==> config.mk <==
export PLATFORM = sky130hd
export DESIGN_NAME = vic_capture_ctl
export DESIGN_NICKNAME = d
export VERILOG_FILES = /design/src/rtl/vic_pkg.sv /design/src/rtl/vic_code_if.sv /design/src/rtl/vic_capture_ctl.sv /design/src/rtl/vic_code_parse.sv
export SDC_FILE = /design/constraint.sdc
export NUM_CORES = 1
export LEC_CHECK = 0
export BUFFER_PORTS_ARGS = -buffer_cell sky130_fd_sc_hd__buf_2
export CAP_MARGIN = 20
export CORE_UTILIZATION = 45
export CTS_CLUSTER_SIZE = 20
export DETAILED_ROUTE_END_ITERATION = 10
export GPL_TIMING_DRIVEN = 0
export PLACE_DENSITY = 0.72
export SYNTH_ARGS = -nofsm -noshare
export SYNTH_HDL_FRONTEND = slang
export SYNTH_SLANG_ARGS = --single-unit
==> constraint.sdc <==
create_clock -name clk_i -period 9 [get_ports clk_i]
set_clock_uncertainty 0.05 [all_clocks]
set_input_delay 0.45 -clock clk_i [delete_from_list [all_inputs] [get_ports clk_i]]
set_output_delay 0.45 -clock clk_i [all_outputs]
set_load 0.01 [all_outputs]
==> src/rtl/vic_pkg.sv <==
// Shared constants for the video input capture control block
package vic_pkg;
  // Register byte offsets
  localparam logic [15:0] OFS_WIN0_CTL  = 16'h3e00;
  localparam logic [15:0] OFS_WIN1_CTL  = 16'h3e04;
  localparam logic [15:0] OFS_WIN0_ADDR = 16'h3e10;
  localparam logic [15:0] OFS_WIN1_ADDR = 16'h3e14;
  localparam logic [15:0] OFS_GLB_CTL   = 16'h3e1c;
  localparam logic [15:0] OFS_NEXT_WIN  = 16'h3e20;
  localparam logic [15:0] OFS_STATUS    = 16'h3e30;
  localparam logic [15:0] OFS_CLEAR     = 16'h3e34;
  localparam logic [15:0] OFS_IRQ_EN    = 16'h3e38;
  // Global control fields
  localparam int GC_EN       = 0;
  localparam int GC_ODD_LSB  = 8;
  localparam int GC_EVEN_LSB = 12;
  localparam int GC_TASK     = 16;
  localparam int GC_RP       = 24;
  localparam logic [31:0] GC_RST  = 32'h0101_ab00;
  localparam logic [31:0] GC_MASK = 32'h0101_ff01;
  // Window control fields
  localparam int WC_CAP       = 0;
  localparam int WC_VBI_LSB   = 1;
  localparam int WC_PITCH_LSB = 3;
  localparam int WC_W         = 12;
  localparam logic [11:0] WC_RST = 12'h000;
  localparam int ADR_W = 24;
  // Next window trigger fields
  localparam int NW_SEL  = 0;
  localparam int NW_AUTO = 1;
  // Status fields
  localparam int ST_FIELD = 8;
  localparam int ST_ACT   = 9;
  localparam int ST_STALL = 12;
  // Pitch: units of four pixels, two bytes a pixel, zero means 2048 px
  localparam int PITCH_MAX_PIX = 2048;
  localparam int BYTES_PER_PIX = 2;
  localparam logic [12:0] PITCH_MAX_BYTES =
    13'(PITCH_MAX_PIX * BYTES_PER_PIX);
  localparam logic [2:0] LAST_LANE = 3'h7;
  // Timing code byte fields
  localparam int XY_TASK = 7;
  localparam int XY_F    = 6;
  localparam int XY_V    = 5;
  localparam int XY_H    = 4;
  typedef enum logic [1:0] {
    VBI_NONE   = 2'b00,
    VBI_RAW    = 2'b01,
    VBI_RSVD   = 2'b10,
    VBI_SLICED = 2'b11
  } vic_vbi_t;
endpackage

==> src/rtl/vic_code_if.sv <==
// Decoded timing codes and video bytes from parser to control
`timescale 1ns/1ps
interface vic_code_if;
  logic       check_en;
  logic       code_stb;
  logic       fld;
  logic       vbl;
  logic       hbl;
  logic       task_b;
  logic       byte_stb;
  logic [7:0] byte_d;
  modport src (input check_en, output code_stb, fld, vbl, hbl, task_b,
               byte_stb, byte_d);
  modport dst (output check_en, input code_stb, fld, vbl, hbl, task_b,
               byte_stb, byte_d);
endinterface

==> src/rtl/vic_capture_ctl.sv <==
// Video input capture control: registers, window grab, packing
// Function
// Software loads window start addresses as multiples of eight.
// Enable bit low disables capture and holds registers and status reset.
// Odd-field VBI count seeds odd line counter; hard reset sets 11.
// Even-field VBI count seeds even line counter; hard reset sets 10.
// Task enable set: only task-flagged VBI lines count as valid.
// Protection check set: drop timing codes with bad Hamming nibble.
// Per-window bit enables capture of active video.
// Per-window VBI field: none, raw, reserved, sliced.
// Pitch is field times four pixels; zero means 2048 pixels.
// Four 4:2:2 pixels pack into one 64-bit memory word.
// Next-window write picks window zero or one for next grab.
// Auto mode alternates windows each field from selected one.
// Software writes next-window with or after setting auto mode.
// Vsync sets pending flag, records field type and captured flags.
// Vsync pending and captured flags clear by write or reset.
// Status bit 1 sets when codec finishes a command.
// Status bit 2 sets when codec pointer hits host threshold.
// Status bit 3 sets on end-of-image marker in decompression.
// Status bit 8 reports previous field: zero odd, one even.
// Bits 9-11 report active, raw, sliced capture; updated each vsync.
// Stalled bit shows codec finished its FIFO after transfer stop.
// Software writes zero to reserved control and status bits.
// Each pending event raises interrupt only with its enable bit.
// Writing one to clear bits 0-3 clears matching pending flag.
// Lines go from window start, each one pitch further on.
`timescale 1ns/1ps
module vic_capture_ctl #(
  parameter int FB_AW = 24
) (
  input  wire logic        clk_i,
  input  wire logic        rst_i,
  input  wire logic [15:0] reg_addr_i,
  input  wire logic [31:0] reg_wdata_i,
  input  wire logic [3:0]  reg_be_i,
  input  wire logic        reg_wr_i,
  input  wire logic        reg_rd_i,
  output logic      [31:0] reg_rdata_o,
  input  wire logic [7:0]  vid_data_i,
  input  wire logic        codec_cmd_done_i,
  input  wire logic        codec_ptr_hit_i,
  input  wire logic        codec_eoi_i,
  input  wire logic        codec_stalled_i,
  output logic             fb_we_o,
  output logic [FB_AW-1:0] fb_addr_o,
  output logic      [63:0] fb_data_o,
  output logic             irq_o
);
  import vic_pkg::*;

  if (FB_AW < 13 || FB_AW > ADR_W) begin : g_chk
    $error("FB_AW must lie between 13 and 24");
  end

  // Byte lane merge shared by the global, enable and window registers
  function automatic logic [31:0] be_merge(input logic [31:0] o,
                                           input logic [31:0] n,
                                           input logic [3:0]  be);
    for (int i = 0; i < 4; i++) begin
      be_merge[8*i +: 8] = be[i] ? n[8*i +: 8] : o[8*i +: 8];
    end
  endfunction

  // Line step in bytes from a window control word
  function automatic logic [12:0] pitch_bytes(input logic [11:0] wc);
    logic [8:0] p;
    p = wc[WC_PITCH_LSB +: 9];
    pitch_bytes = (p == 9'h000) ? PITCH_MAX_BYTES : {1'b0, p, 3'h0};
  endfunction

  vic_code_if cd ();

  vic_code_parse u_parse (
    .clk_i      (clk_i),
    .rst_i      (rst_i),
    .vid_data_i (vid_data_i),
    .cd         (cd)
  );

  logic [31:0]      glb_r, glb_nxt;
  logic [WC_W-1:0]  wctl_r [2];
  logic [WC_W-1:0]  wctl_nxt [2];
  logic [ADR_W-1:0] wadr_r [2];
  logic [ADR_W-1:0] wadr_nxt [2];
  logic [3:0]       ien_r, ien_nxt, pend_r, pend_nxt, clr;
  logic [2:0]       capd_r, capd_nxt;
  logic             fdet_r, fdet_nxt, stall_r, stall_nxt;
  logic             en, vsync_ev;
  logic [1:0]       wr_wctl, wr_wadr;
  logic [31:0]      tmp;
  logic             vprev_r, vprev_nxt, fld_r, fld_nxt;
  logic             grab_r, grab_nxt, cwin_r, cwin_nxt;
  logic             nwin_r, nwin_nxt, auto_r, auto_nxt;
  logic             armed_r, armed_nxt;
  logic             actl_r, actl_nxt, vbil_r, vbil_nxt;
  logic [3:0]       vleft_r, vleft_nxt;
  logic [2:0]       acc_r, acc_nxt, bcnt_r, bcnt_nxt;
  logic [FB_AW-1:0] ladr_r, ladr_nxt, adr_nxt;
  logic [8:0]       col_r, col_nxt;
  logic [63:0]      pack_r, pack_nxt, dat_nxt;
  logic             we_nxt;
  vic_vbi_t         vtype;

  assign en = glb_r[GC_EN];
  assign cd.check_en = glb_r[GC_RP];
  assign vsync_ev = cd.code_stb && cd.vbl && !vprev_r;
  for (genvar i = 0; i < 2; i++) begin : g_dec
    assign wr_wctl[i] = reg_wr_i && reg_addr_i == (i ? OFS_WIN1_CTL
                                                      : OFS_WIN0_CTL);
    assign wr_wadr[i] = reg_wr_i && reg_addr_i == (i ? OFS_WIN1_ADDR
                                                      : OFS_WIN0_ADDR);
  end
  assign clr = (reg_wr_i && reg_addr_i == OFS_CLEAR && reg_be_i[0])
               ? reg_wdata_i[3:0] : 4'h0;

  // Configuration and status register next values
  always_comb begin
    glb_nxt   = glb_r;
    ien_nxt   = ien_r;
    tmp       = 32'h0;
    pend_nxt  = pend_r & ~clr;
    capd_nxt  = clr[0] ? 3'h0 : capd_r;
    fdet_nxt  = fdet_r;
    stall_nxt = codec_stalled_i;
    if (reg_wr_i && reg_addr_i == OFS_GLB_CTL) begin
      // Reserved bits never stored
      glb_nxt = be_merge(glb_r, reg_wdata_i, reg_be_i) & GC_MASK;
    end
    if (reg_wr_i && reg_addr_i == OFS_IRQ_EN) begin
      tmp     = be_merge({28'h0, ien_r}, reg_wdata_i, reg_be_i);
      ien_nxt = tmp[3:0];
    end
    for (int i = 0; i < 2; i++) begin
      wctl_nxt[i] = wctl_r[i];
      wadr_nxt[i] = wadr_r[i];
      if (wr_wctl[i]) begin
        tmp = be_merge({20'h0, wctl_r[i]}, reg_wdata_i, reg_be_i);
        wctl_nxt[i] = tmp[WC_W-1:0];
      end
      if (wr_wadr[i]) begin
        tmp = be_merge({8'h0, wadr_r[i]}, reg_wdata_i, reg_be_i);
        wadr_nxt[i] = {tmp[ADR_W-1:3], 3'h0};
      end
    end
    // Events set after the clear so a coincident set wins
    if (vsync_ev) begin
      pend_nxt[0] = 1'b1;
      fdet_nxt    = fld_r;
      capd_nxt    = acc_r;
    end
    if (codec_cmd_done_i) pend_nxt[1] = 1'b1;
    if (codec_ptr_hit_i)  pend_nxt[2] = 1'b1;
    if (codec_eoi_i)      pend_nxt[3] = 1'b1;
    if (!en) begin
      // Soft reset holds everything but the global word
      ien_nxt   = 4'h0;
      pend_nxt  = 4'h0;
      capd_nxt  = 3'h0;
      fdet_nxt  = 1'b0;
      stall_nxt = 1'b0;
      for (int i = 0; i < 2; i++) begin
        wctl_nxt[i] = WC_RST;
        wadr_nxt[i] = '0;
      end
    end
  end

  always_ff @(posedge clk_i or posedge rst_i) begin
    if (rst_i) begin
      glb_r   <= GC_RST;
      ien_r   <= 4'h0;
      pend_r  <= 4'h0;
      capd_r  <= 3'h0;
      fdet_r  <= 1'b0;
      stall_r <= 1'b0;
      for (int i = 0; i < 2; i++) begin
        wctl_r[i] <= WC_RST;
        wadr_r[i] <= '0;
      end
    end else begin
      glb_r   <= glb_nxt;
      ien_r   <= ien_nxt;
      pend_r  <= pend_nxt;
      capd_r  <= capd_nxt;
      fdet_r  <= fdet_nxt;
      stall_r <= stall_nxt;
      wctl_r  <= wctl_nxt;
      wadr_r  <= wadr_nxt;
    end
  end

  assign vtype = vic_vbi_t'(wctl_r[cwin_r][WC_VBI_LSB +: 2]);

  // Window sequencing, line tracking and pixel packing
  always_comb begin
    vprev_nxt = vprev_r;
    fld_nxt   = fld_r;
    grab_nxt  = grab_r;
    cwin_nxt  = cwin_r;
    nwin_nxt  = nwin_r;
    auto_nxt  = auto_r;
    armed_nxt = armed_r;
    actl_nxt  = actl_r;
    vbil_nxt  = vbil_r;
    vleft_nxt = vleft_r;
    acc_nxt   = acc_r;
    ladr_nxt  = ladr_r;
    col_nxt   = col_r;
    pack_nxt  = pack_r;
    bcnt_nxt  = bcnt_r;
    we_nxt    = 1'b0;
    adr_nxt   = fb_addr_o;
    dat_nxt   = fb_data_o;
    if (cd.code_stb) begin
      vprev_nxt = cd.vbl;
      fld_nxt   = cd.fld;
      if (vsync_ev) begin
        acc_nxt   = 3'h0;
        vleft_nxt = cd.fld ? glb_r[GC_EVEN_LSB +: 4]
                           : glb_r[GC_ODD_LSB +: 4];
        grab_nxt  = armed_r;
        cwin_nxt  = nwin_r;
        ladr_nxt  = wadr_r[nwin_r][FB_AW-1:0];
        if (armed_r && auto_r) begin
          nwin_nxt = !nwin_r;
        end else begin
          armed_nxt = 1'b0;
        end
      end else if (!cd.hbl) begin
        // Start of line: choose what this line carries
        col_nxt  = 9'h000;
        bcnt_nxt = 3'h0;
        actl_nxt = !cd.vbl && grab_r && wctl_r[cwin_r][WC_CAP];
        vbil_nxt = cd.vbl && grab_r && vleft_r != 4'h0
                   && (!glb_r[GC_TASK] || cd.task_b)
                   && (vtype == VBI_RAW || vtype == VBI_SLICED);
        if (cd.vbl && vleft_r != 4'h0) begin
          vleft_nxt = vleft_r - 4'h1;
        end
      end else begin
        if (actl_r) begin
          ladr_nxt = ladr_r
                     + FB_AW'(pitch_bytes(wctl_r[cwin_r]));
        end
        actl_nxt = 1'b0;
        vbil_nxt = 1'b0;
      end
    end
    if (cd.byte_stb && actl_r) begin
      // First byte lands in the low lane of the word
      pack_nxt = {cd.byte_d, pack_r[63:8]};
      bcnt_nxt = bcnt_r + 3'h1;
      if (bcnt_r == LAST_LANE) begin
        we_nxt     = 1'b1;
        dat_nxt    = pack_nxt;
        adr_nxt    = ladr_r + FB_AW'({col_r, 3'h0});
        col_nxt    = col_r + 9'h001;
        acc_nxt[0] = 1'b1;
      end
    end
    if (cd.byte_stb && vbil_r) begin
      if (vtype == VBI_SLICED) acc_nxt[2] = 1'b1;
      else acc_nxt[1] = 1'b1;
    end
    // Trigger write follows the field-end update and overrides it
    if (reg_wr_i && reg_addr_i == OFS_NEXT_WIN && reg_be_i[0]) begin
      nwin_nxt  = reg_wdata_i[NW_SEL];
      auto_nxt  = reg_wdata_i[NW_AUTO];
      armed_nxt = 1'b1;
    end
    if (!en) begin
      grab_nxt  = 1'b0;
      armed_nxt = 1'b0;
      nwin_nxt  = 1'b0;
      auto_nxt  = 1'b0;
      actl_nxt  = 1'b0;
      vbil_nxt  = 1'b0;
      acc_nxt   = 3'h0;
      we_nxt    = 1'b0;
    end
  end

  always_ff @(posedge clk_i or posedge rst_i) begin
    if (rst_i) begin
      vprev_r   <= 1'b0;
      fld_r     <= 1'b0;
      grab_r    <= 1'b0;
      cwin_r    <= 1'b0;
      nwin_r    <= 1'b0;
      auto_r    <= 1'b0;
      armed_r   <= 1'b0;
      actl_r    <= 1'b0;
      vbil_r    <= 1'b0;
      vleft_r   <= 4'h0;
      acc_r     <= 3'h0;
      ladr_r    <= '0;
      col_r     <= 9'h000;
      pack_r    <= 64'h0;
      bcnt_r    <= 3'h0;
      fb_we_o   <= 1'b0;
      fb_addr_o <= '0;
      fb_data_o <= 64'h0;
    end else begin
      vprev_r   <= vprev_nxt;
      fld_r     <= fld_nxt;
      grab_r    <= grab_nxt;
      cwin_r    <= cwin_nxt;
      nwin_r    <= nwin_nxt;
      auto_r    <= auto_nxt;
      armed_r   <= armed_nxt;
      actl_r    <= actl_nxt;
      vbil_r    <= vbil_nxt;
      vleft_r   <= vleft_nxt;
      acc_r     <= acc_nxt;
      ladr_r    <= ladr_nxt;
      col_r     <= col_nxt;
      pack_r    <= pack_nxt;
      bcnt_r    <= bcnt_nxt;
      fb_we_o   <= we_nxt;
      fb_addr_o <= adr_nxt;
      fb_data_o <= dat_nxt;
    end
  end

  // Read data and interrupt line; write-only words read zero
  always_ff @(posedge clk_i or posedge rst_i) begin
    if (rst_i) begin
      reg_rdata_o <= 32'h0;
      irq_o       <= 1'b0;
    end else begin
      reg_rdata_o <= (reg_rd_i && reg_addr_i == OFS_STATUS)
                     ? {19'h0, stall_r, capd_r, fdet_r, 4'h0, pend_r}
                     : 32'h0;
      irq_o       <= |(pend_r & ien_r);
    end
  end
endmodule // vic_capture_ctl

==> src/rtl/vic_code_parse.sv <==
// Timing code parser for the incoming coded video byte stream
`timescale 1ns/1ps
module vic_code_parse (
  input  wire logic       clk_i,
  input  wire logic       rst_i,
  input  wire logic [7:0] vid_data_i,
  vic_code_if.src         cd
);
  import vic_pkg::*;

  typedef enum logic [1:0] {
    PRE_IDLE = 2'b00,
    PRE_FF   = 2'b01,
    PRE_Z1   = 2'b10,
    PRE_Z2   = 2'b11
  } vic_pre_t;

  // Protection nibble must match the field, blanking bits
  function automatic logic ham_ok(input logic [7:0] xy);
    logic f, v, h;
    f = xy[XY_F];
    v = xy[XY_V];
    h = xy[XY_H];
    ham_ok = xy[3:0] == {v ^ h, f ^ h, f ^ v, f ^ v ^ h};
  endfunction

  vic_pre_t   pre_r, pre_nxt;
  logic [7:0] s1_r, s2_r;
  logic       stb_r, stb_nxt, f_r, f_nxt, v_r, v_nxt;
  logic       h_r, h_nxt, t_r, t_nxt, line_r, line_nxt;
  logic       bstb_r, bstb_nxt;
  logic [7:0] byte_r, byte_nxt;

  // Pin bytes pass two flops before anything looks at them
  always_ff @(posedge clk_i or posedge rst_i) begin
    if (rst_i) begin
      s1_r <= 8'h00;
      s2_r <= 8'h00;
    end else begin
      s1_r <= vid_data_i;
      s2_r <= s1_r;
    end
  end

  // Preamble tracking and code decode
  always_comb begin
    pre_nxt  = PRE_IDLE;
    stb_nxt  = 1'b0;
    f_nxt    = f_r;
    v_nxt    = v_r;
    h_nxt    = h_r;
    t_nxt    = t_r;
    line_nxt = line_r;
    bstb_nxt = 1'b0;
    byte_nxt = byte_r;
    unique case (pre_r)
      PRE_IDLE: begin
        if (s2_r == 8'hff) begin
          pre_nxt = PRE_FF;
        end else if (line_r && s2_r != 8'h00) begin
          // Reserved values never carry video, so no lookahead needed
          bstb_nxt = 1'b1;
          byte_nxt = s2_r;
        end
      end
      PRE_FF: begin
        if (s2_r == 8'h00) begin
          pre_nxt = PRE_Z1;
        end else if (s2_r == 8'hff) begin
          pre_nxt = PRE_FF;
        end
      end
      PRE_Z1: begin
        if (s2_r == 8'h00) begin
          pre_nxt = PRE_Z2;
        end else if (s2_r == 8'hff) begin
          pre_nxt = PRE_FF;
        end
      end
      PRE_Z2: begin
        // Bad codes are dropped only when checking is on
        if (!cd.check_en || ham_ok(s2_r)) begin
          stb_nxt  = 1'b1;
          f_nxt    = s2_r[XY_F];
          v_nxt    = s2_r[XY_V];
          h_nxt    = s2_r[XY_H];
          t_nxt    = s2_r[XY_TASK];
          line_nxt = !s2_r[XY_H];
        end
      end
    endcase
  end

  always_ff @(posedge clk_i or posedge rst_i) begin
    if (rst_i) begin
      pre_r  <= PRE_IDLE;
      stb_r  <= 1'b0;
      f_r    <= 1'b0;
      v_r    <= 1'b0;
      h_r    <= 1'b1;
      t_r    <= 1'b0;
      line_r <= 1'b0;
      bstb_r <= 1'b0;
      byte_r <= 8'h00;
    end else begin
      pre_r  <= pre_nxt;
      stb_r  <= stb_nxt;
      f_r    <= f_nxt;
      v_r    <= v_nxt;
      h_r    <= h_nxt;
      t_r    <= t_nxt;
      line_r <= line_nxt;
      bstb_r <= bstb_nxt;
      byte_r <= byte_nxt;
    end
  end

  assign cd.code_stb = stb_r;
  assign cd.fld      = f_r;
  assign cd.vbl      = v_r;
  assign cd.hbl      = h_r;
  assign cd.task_b   = t_r;
  assign cd.byte_stb = bstb_r;
  assign cd.byte_d   = byte_r;
endmodule // vic_code_parse

# Word level (Yosys, flattened, before mapping)
# Cells that the tools add are included.
[word_totals]
inputBits = 68
regBits = 348
out_inout_bits = 122
elab_cells = 269
[classes]
muxes = 94
order_cmp = 2
eq_ne = 37
reduce_logical = 69
add_sub_neg = 5
n_bitwise = 10
[ops]
columns = ["operator", "n"]
rows = [
  ["$mux W24", 9],
  ["$eq A16 B14 Y1 const B", 9],
  ["$mux W12", 5],
  ["$mux W48", 1],
  ["$mux W9", 5],
  ["$mux W1", 43],
  ["$mux W4", 10],
  ["$mux W8", 5],
  ["$reduce_and A2 Y1", 20],
  ["$mux W3", 10],
  ["$mux W13", 2],
  ["$add A24 B12 Y24", 1],
  ["$add A24 B13 Y24", 1],
  ["$logic_and A1 B1 Y1", 24],
  ["$ne A2 B1 Y1 const B", 9],
  ["$reduce_and A3 Y1", 6],
  ["$ne A2 B2 Y1 const B", 6],
  ["$ne A3 B1 Y1 const B", 4],
  ["$add A9 B1 Y9 const B", 1],
  ["$logic_not A9 Y1", 1],
  ["$and A4 B4 Y4", 2],
  ["$eq A8 B8 Y1 const B", 1],
  ["$logic_not A8 Y1", 1],
  ["$reduce_bool A2 Y1", 4],
  ["other kinds (20)", 37],
]

# Depth between registers and ports, before layout
[logic_depth]
word_depth = 11
depth_mapped = 12
depth_no_buf = 11

# Modules after synthesis
# A second synthesis with hierarchy kept.
[hier_totals]
hier_cells = 1370
area_unflattened_um2 = 14582.7
[modules_own_cells]
columns = ["mod", "area_per_inst_um2", "n_inst", "seq_area_each_um2", "cells_each"]
rows = [
  ["vic_capture_ctl", 13355.3, 1, 7290.7, 1297],
  ["vic_code_parse", 1227.4, 1, 827.0, 73],
]

# Least setup slack after synthesis
# OpenSTA, ideal clock, no wires.
[synth_timing]
path_type = "flip-flop to flip-flop"
startpoint = "register cwin_r"
endpoint = "register ladr_r[17]"
n_path_buf = 1
stages_incl_launch_ff = 13
setup_ns = 0.137
path_slack_ns = 6.098
required_ns = 8.813
arrival_time_ns = 2.715
period_less_slack_ns = 2.902
cell_sequence = "dfrtp_1 clkbuf_1 mux2_2 nor4_1 nand2_1 nor4_1 ha_1 inv_1 o21bai_1 a41oi_1 nor3b_1 xnor2_1 a21oi_1"
[synth_via]
elab_chain_cells = 10
[synth_rtl]
columns = ["element", "line_no", "source"]
rows = [
  ["from (decl)", "vic_capture_ctl.sv:93", "logic grab_r, grab_nxt, cwin_r, cwin_nxt;"],
  ["from (signal assigned)", "vic_capture_ctl.sv:308", "cwin_r <= cwin_nxt;"],
  ["$not A1 Y2 (not written as such) (*)", "vic_capture_ctl.sv:244", "+ FB_AW'(pitch_bytes(wctl_r[cwin_r]));"],
  ["$mux W12 (not written as such) (*) (3 in series)", "vic_capture_ctl.sv:244", ""],
  ["$logic_not A9 Y1", "vic_capture_ctl.sv:69", "pitch_bytes = (p == 9'h000) ? PITCH_MAX_BYTES : {1'b0, p, 3'h0};"],
  ["$mux W13 (*)", "vic_capture_ctl.sv:69", ""],
  ["$add A24 B13 Y24 (*)", "vic_capture_ctl.sv:244", ""],
  ["$mux W24 (*)", "vic_capture_ctl.sv:242", "if (actl_r) begin"],
  ["$mux W24 (*)", "vic_capture_ctl.sv:230", "end else if (!cd.hbl) begin"],
  ["$mux W24 (*)", "vic_capture_ctl.sv:218", "if (vsync_ev) begin"],
  ["to (signal assigned)", "vic_capture_ctl.sv:316", "ladr_r <= ladr_nxt;"],
  ["to (decl)", "vic_capture_ctl.sv:99", "logic [FB_AW-1:0] ladr_r, ladr_nxt, adr_nxt;"],
]
# Every way passes the cells marked *; elsewhere a longest branch is shown, timed or not. The select of a mux whose other input is x is not followed.
# A chain may end at the register's enable or synchronous reset.

# Worst setup path after layout
[layout_timing]
startpoint = "register cwin_r"
endpoint = "register ladr_r[19]"
# Same word-level chain as after synthesis.

==> flow_summary.ini <==
[outcome]
status = finished clean

[power_and_ir_drop]
switching_share_pct = 21.2
max-vdd-ir-drop_v = 0.000105
p_int_uw = 2340
switchingPower_uw = 631
seq_power_share_pct = 49.3
pwr-share-clk_pct = 47.9
leakagePower_uw = 0.00877
pwr-share-comb_pct = 2.8
p_per_area_mw_per_mm2 = 169

[global_routing]
grt_first_pass_wirelength_um = 55800
grt_max_degree = 43
grt_antenna_before_repair = 1
grt_pass1_vias = 10400
grt_usage_pct = 21.0
gr-total-overflow = 0

[timing]
min_period_over_period_pct = 41.0
worst_pin_slew_ns = 0.999
rsz0062_at_grt = no
hold_slack_ns = 0.0864
hold_viol_final = 0
slew-limit-headroom_pct = 33.1
period_minus_slack_ns = 3.69
finalSetupViolations = 0
timing.fmax_mhz = 271
report.final.slew_viol_count = 0
tns_ns = 0

[drt]
antenna_left = 0
routed_wl_um = 34400
wl_per_cell_um = 16.6
viasPerCell = 5.15
first_pass_iters = 7
drt_iter0_drc = 700
vias = 10700
remaining_drc_errors = 0

[floorplan]
die_h_um = 183
initial_core_util_pct = 46.3
die_area_mm2 = 0.0335
num_io_pins = 190
die_w_um = 183
core_area_mm2 = 0.0319
std_cell_rows = 65

[clock_network]
cts.sinks = 324
clk_pin_slew_ns = 0.06
cts_resized = 0
clk_latency_ns = 0.53
numCtsBuffers = 35
htree_levels = 2
cts-root-buf = clkbuf_16
post_cts_buffers = 0
cts_tree = built
cts_hold_buf = 9
clockBufferDepth = 3

[layout]
synthToLayoutAreaGrowth_pct = 19.3
final_nets = 1706
n_fill_cell = 2818
drive_gt1_share_pct = 21.9
seqCellArea_mm2 = 0.00812
layout_commonest_cell = dfrtp_1
multiInputGateArea_mm2 = 0.00623
final_cell_mix = dfrtp_1 (316), nand2_1 (303), buf_2 (157)

[flow_run]
maxCapViolCount = 0

[worst_setup_path]
critical_path.cell_chain = clkbuf_1 -> mux2_2 -> nor4_1 -> nand2_1 -> nor4_1 -> ha_1 -> inv_1 -> o21bai_1 -> a41oi_1 -> nor3b_1 -> xnor2_1 -> a21oi_1
crit_fanout = 10
crit_start = cwin_r
r2r-start = cwin_r
path_buf_inv = 2
cp.depth = 12
worst-setup-path-type = reg -> reg
cp_top_family = compound AO/OA/AOI/OAI gates
crit_top_cell = nor4_1
critPathRequiredTime_ns = 9.32
endpoint_kind = register
reg2reg_to = ladr_r[19]
rr_worst_depth = 12
r2r_slack_ns = 5.31
critical-path-max-stage-delay_ns = 0.53
crit_slowest_cell = a41oi_1
crit_path_start_kind = register
worstPathArrival_ns = 4.00
setup.worst_path.end = ladr_r[19]

[yosys]
synthDistinctLibCells = 58
synth_edf_count = 0
synth_area_mm2 = 0.0148
seq_area_frac_synth_pct = 55.0
ys_async_sr_fraction_pct = 100
yosysWarnings = 0
synth_ff_type = dfrtp_1
netlist_instances = 1375
synth.avg_cell_area_um2 = 10.7
synth.ff_latch_count = 324

[worst_hold_path]
min_path_type = in -> reg
holdCritStartpoint = codec_cmd_done_i

[place]
port_buffers = 156
place_congestion = 0.821
hpwl_um = 25300
==> cells by family (layout without fill, tap and decap cells) <==
group                      Yosys count  in the layout  share of synthesized area [%]
muxes                              157            157                           11.4
AOI/OAI and AO/OA                  198            198                           8.48
adders and majority gates           27             27                           2.39
xor gates and xnor gates            42             42                           2.49
buffers and inverters              104            341                           3.37
and+or+nand+nor                    522            522                           16.8
DFF                                324            324                           55.0
other                                1             27                         0.0254
==> registers in the layout, indices dropped and copies added, names as in the netlist, 8 cells and up <==
name / count
col_r: 9
wadr_r: 42
u_parse.cd.byte_d: 8
u_parse.s1_r: 8
reg_rdata_o: 9
fb_addr_o: 21
fb_data_o: 64
pack_r: 56
u_parse.s2_r: 8
ladr_r: 21
glb_r: 11
wctl_r: 24
==> worst min path at each step <==
stage,slack (ns),to,depth (start not counted)
floorplan,0.28,u_parse.s2_r[0],0
global placement,0.28,u_parse.s2_r[6],0
detailed placement,0.29,u_parse.s2_r[6],0
CTS,0.08,pend_r[1],2
global route,0.09,pend_r[1],2
finish,0.09,pend_r[1],2
==> cell usage after synthesis, types with 3 or more instances <==
cell type	instances	share of area [%]
a211oi_1	21	1.1
a21boi_0	29	1.5
a21o_1	5	0.25
a21oi_1	35	1.2
a22oi_1	3	0.15
a31oi_1	11	0.47
and2_1	15	0.64
and3_1	10	0.42
buf_1	13	0.33
buf_4	28	1.4
clkbuf_1	44	1.1
dfrtp_1	316	54
dfstp_2	8	1.4
ha_1	25	2.1
inv_1	18	0.46
mux2_2	91	6.9
mux2i_1	66	4.5
nand2_1	303	7.7
nand2b_1	4	0.17
nand3_1	28	0.95
nand4_1	8	0.34
nand4b_1	3	0.18
nor2_1	32	0.81
nor2b_1	73	3.1
nor3_1	15	0.51
nor3b_1	8	0.41
nor4_1	4	0.17
nor4_4	3	0.43
o211ai_1	6	0.31
o21a_1	8	0.41
o21ai_0	59	2.0
o21bai_1	4	0.20
o22ai_1	4	0.17
o31ai_1	3	0.15
xnor2_1	27	1.6
xor2_1	15	0.89
==> power groups by stage <==
stage / logic (uW) / registers (uW) / clock network (uW)
floorplan: 41.0 / 1490 / 0
global placement: 69.5 / 1490 / 0
detailed placement: 80.9 / 1490 / 0
CTS: 84.0 / 1460 / 1450
global route: 93.2 / 1460 / 1510
finish: 82.0 / 1460 / 1420
==> through the flow <==
step	power [uW]	instances	instance area [um^2]	setup WS (ns)	util [%]
4_1_cts	3000	2072	17600	5.36	55.2
6_report	2970	2073	17600	5.31	55.2
3_3_place_gp	1560	1991	16200	2.33	50.7
2_1_floorplan	1530	1400	14800	4.18	-
3_5_place_dp	1570	2000	16400	5.48	51.3
5_1_grt	3070	2072	17600	5.04	55.2
==> worst reg2reg max path, stage by stage (launching register included) <==
cell and delay (ns):
dfrtp_1 0.48, clkbuf_1 0.51, mux2_2 0.44, nor4_1 0.17, nand2_1 0.09, nor4_1 0.28
ha_1 0.32, inv_1 0.11, o21bai_1 0.11, a41oi_1 0.53, nor3b_1 0.14, xnor2_1 0.20
a21oi_1 0.09
==> metal layers <==
metal | wire [um] | part of all wire (%) | global-route usage, % | vias up
met2 | 16100 | 47 | 34.3 | 291
met5 | 0 | 0 | 0 | -
met1 | 16000 | 47 | 29.5 | 5213
met3 | 1630 | 4.7 | 2.84 | 41
met4 | 617 | 1.8 | 5.37 | 0
li1 | - | - | - | 5128
==> final cells by class <==
class                      count  share of cell area (%)
sequential                   324                    46.1
multi-input combinational    972                    35.4
timing repair buffer         174                    5.97
clock buffer                  51                    5.78
tap                          435                    3.09
buffer                        86                    2.44
clock inverter                12                   0.725
inverter                      18                   0.405
antenna                        1                  0.0142
Power figures use the tool's default switching activity.
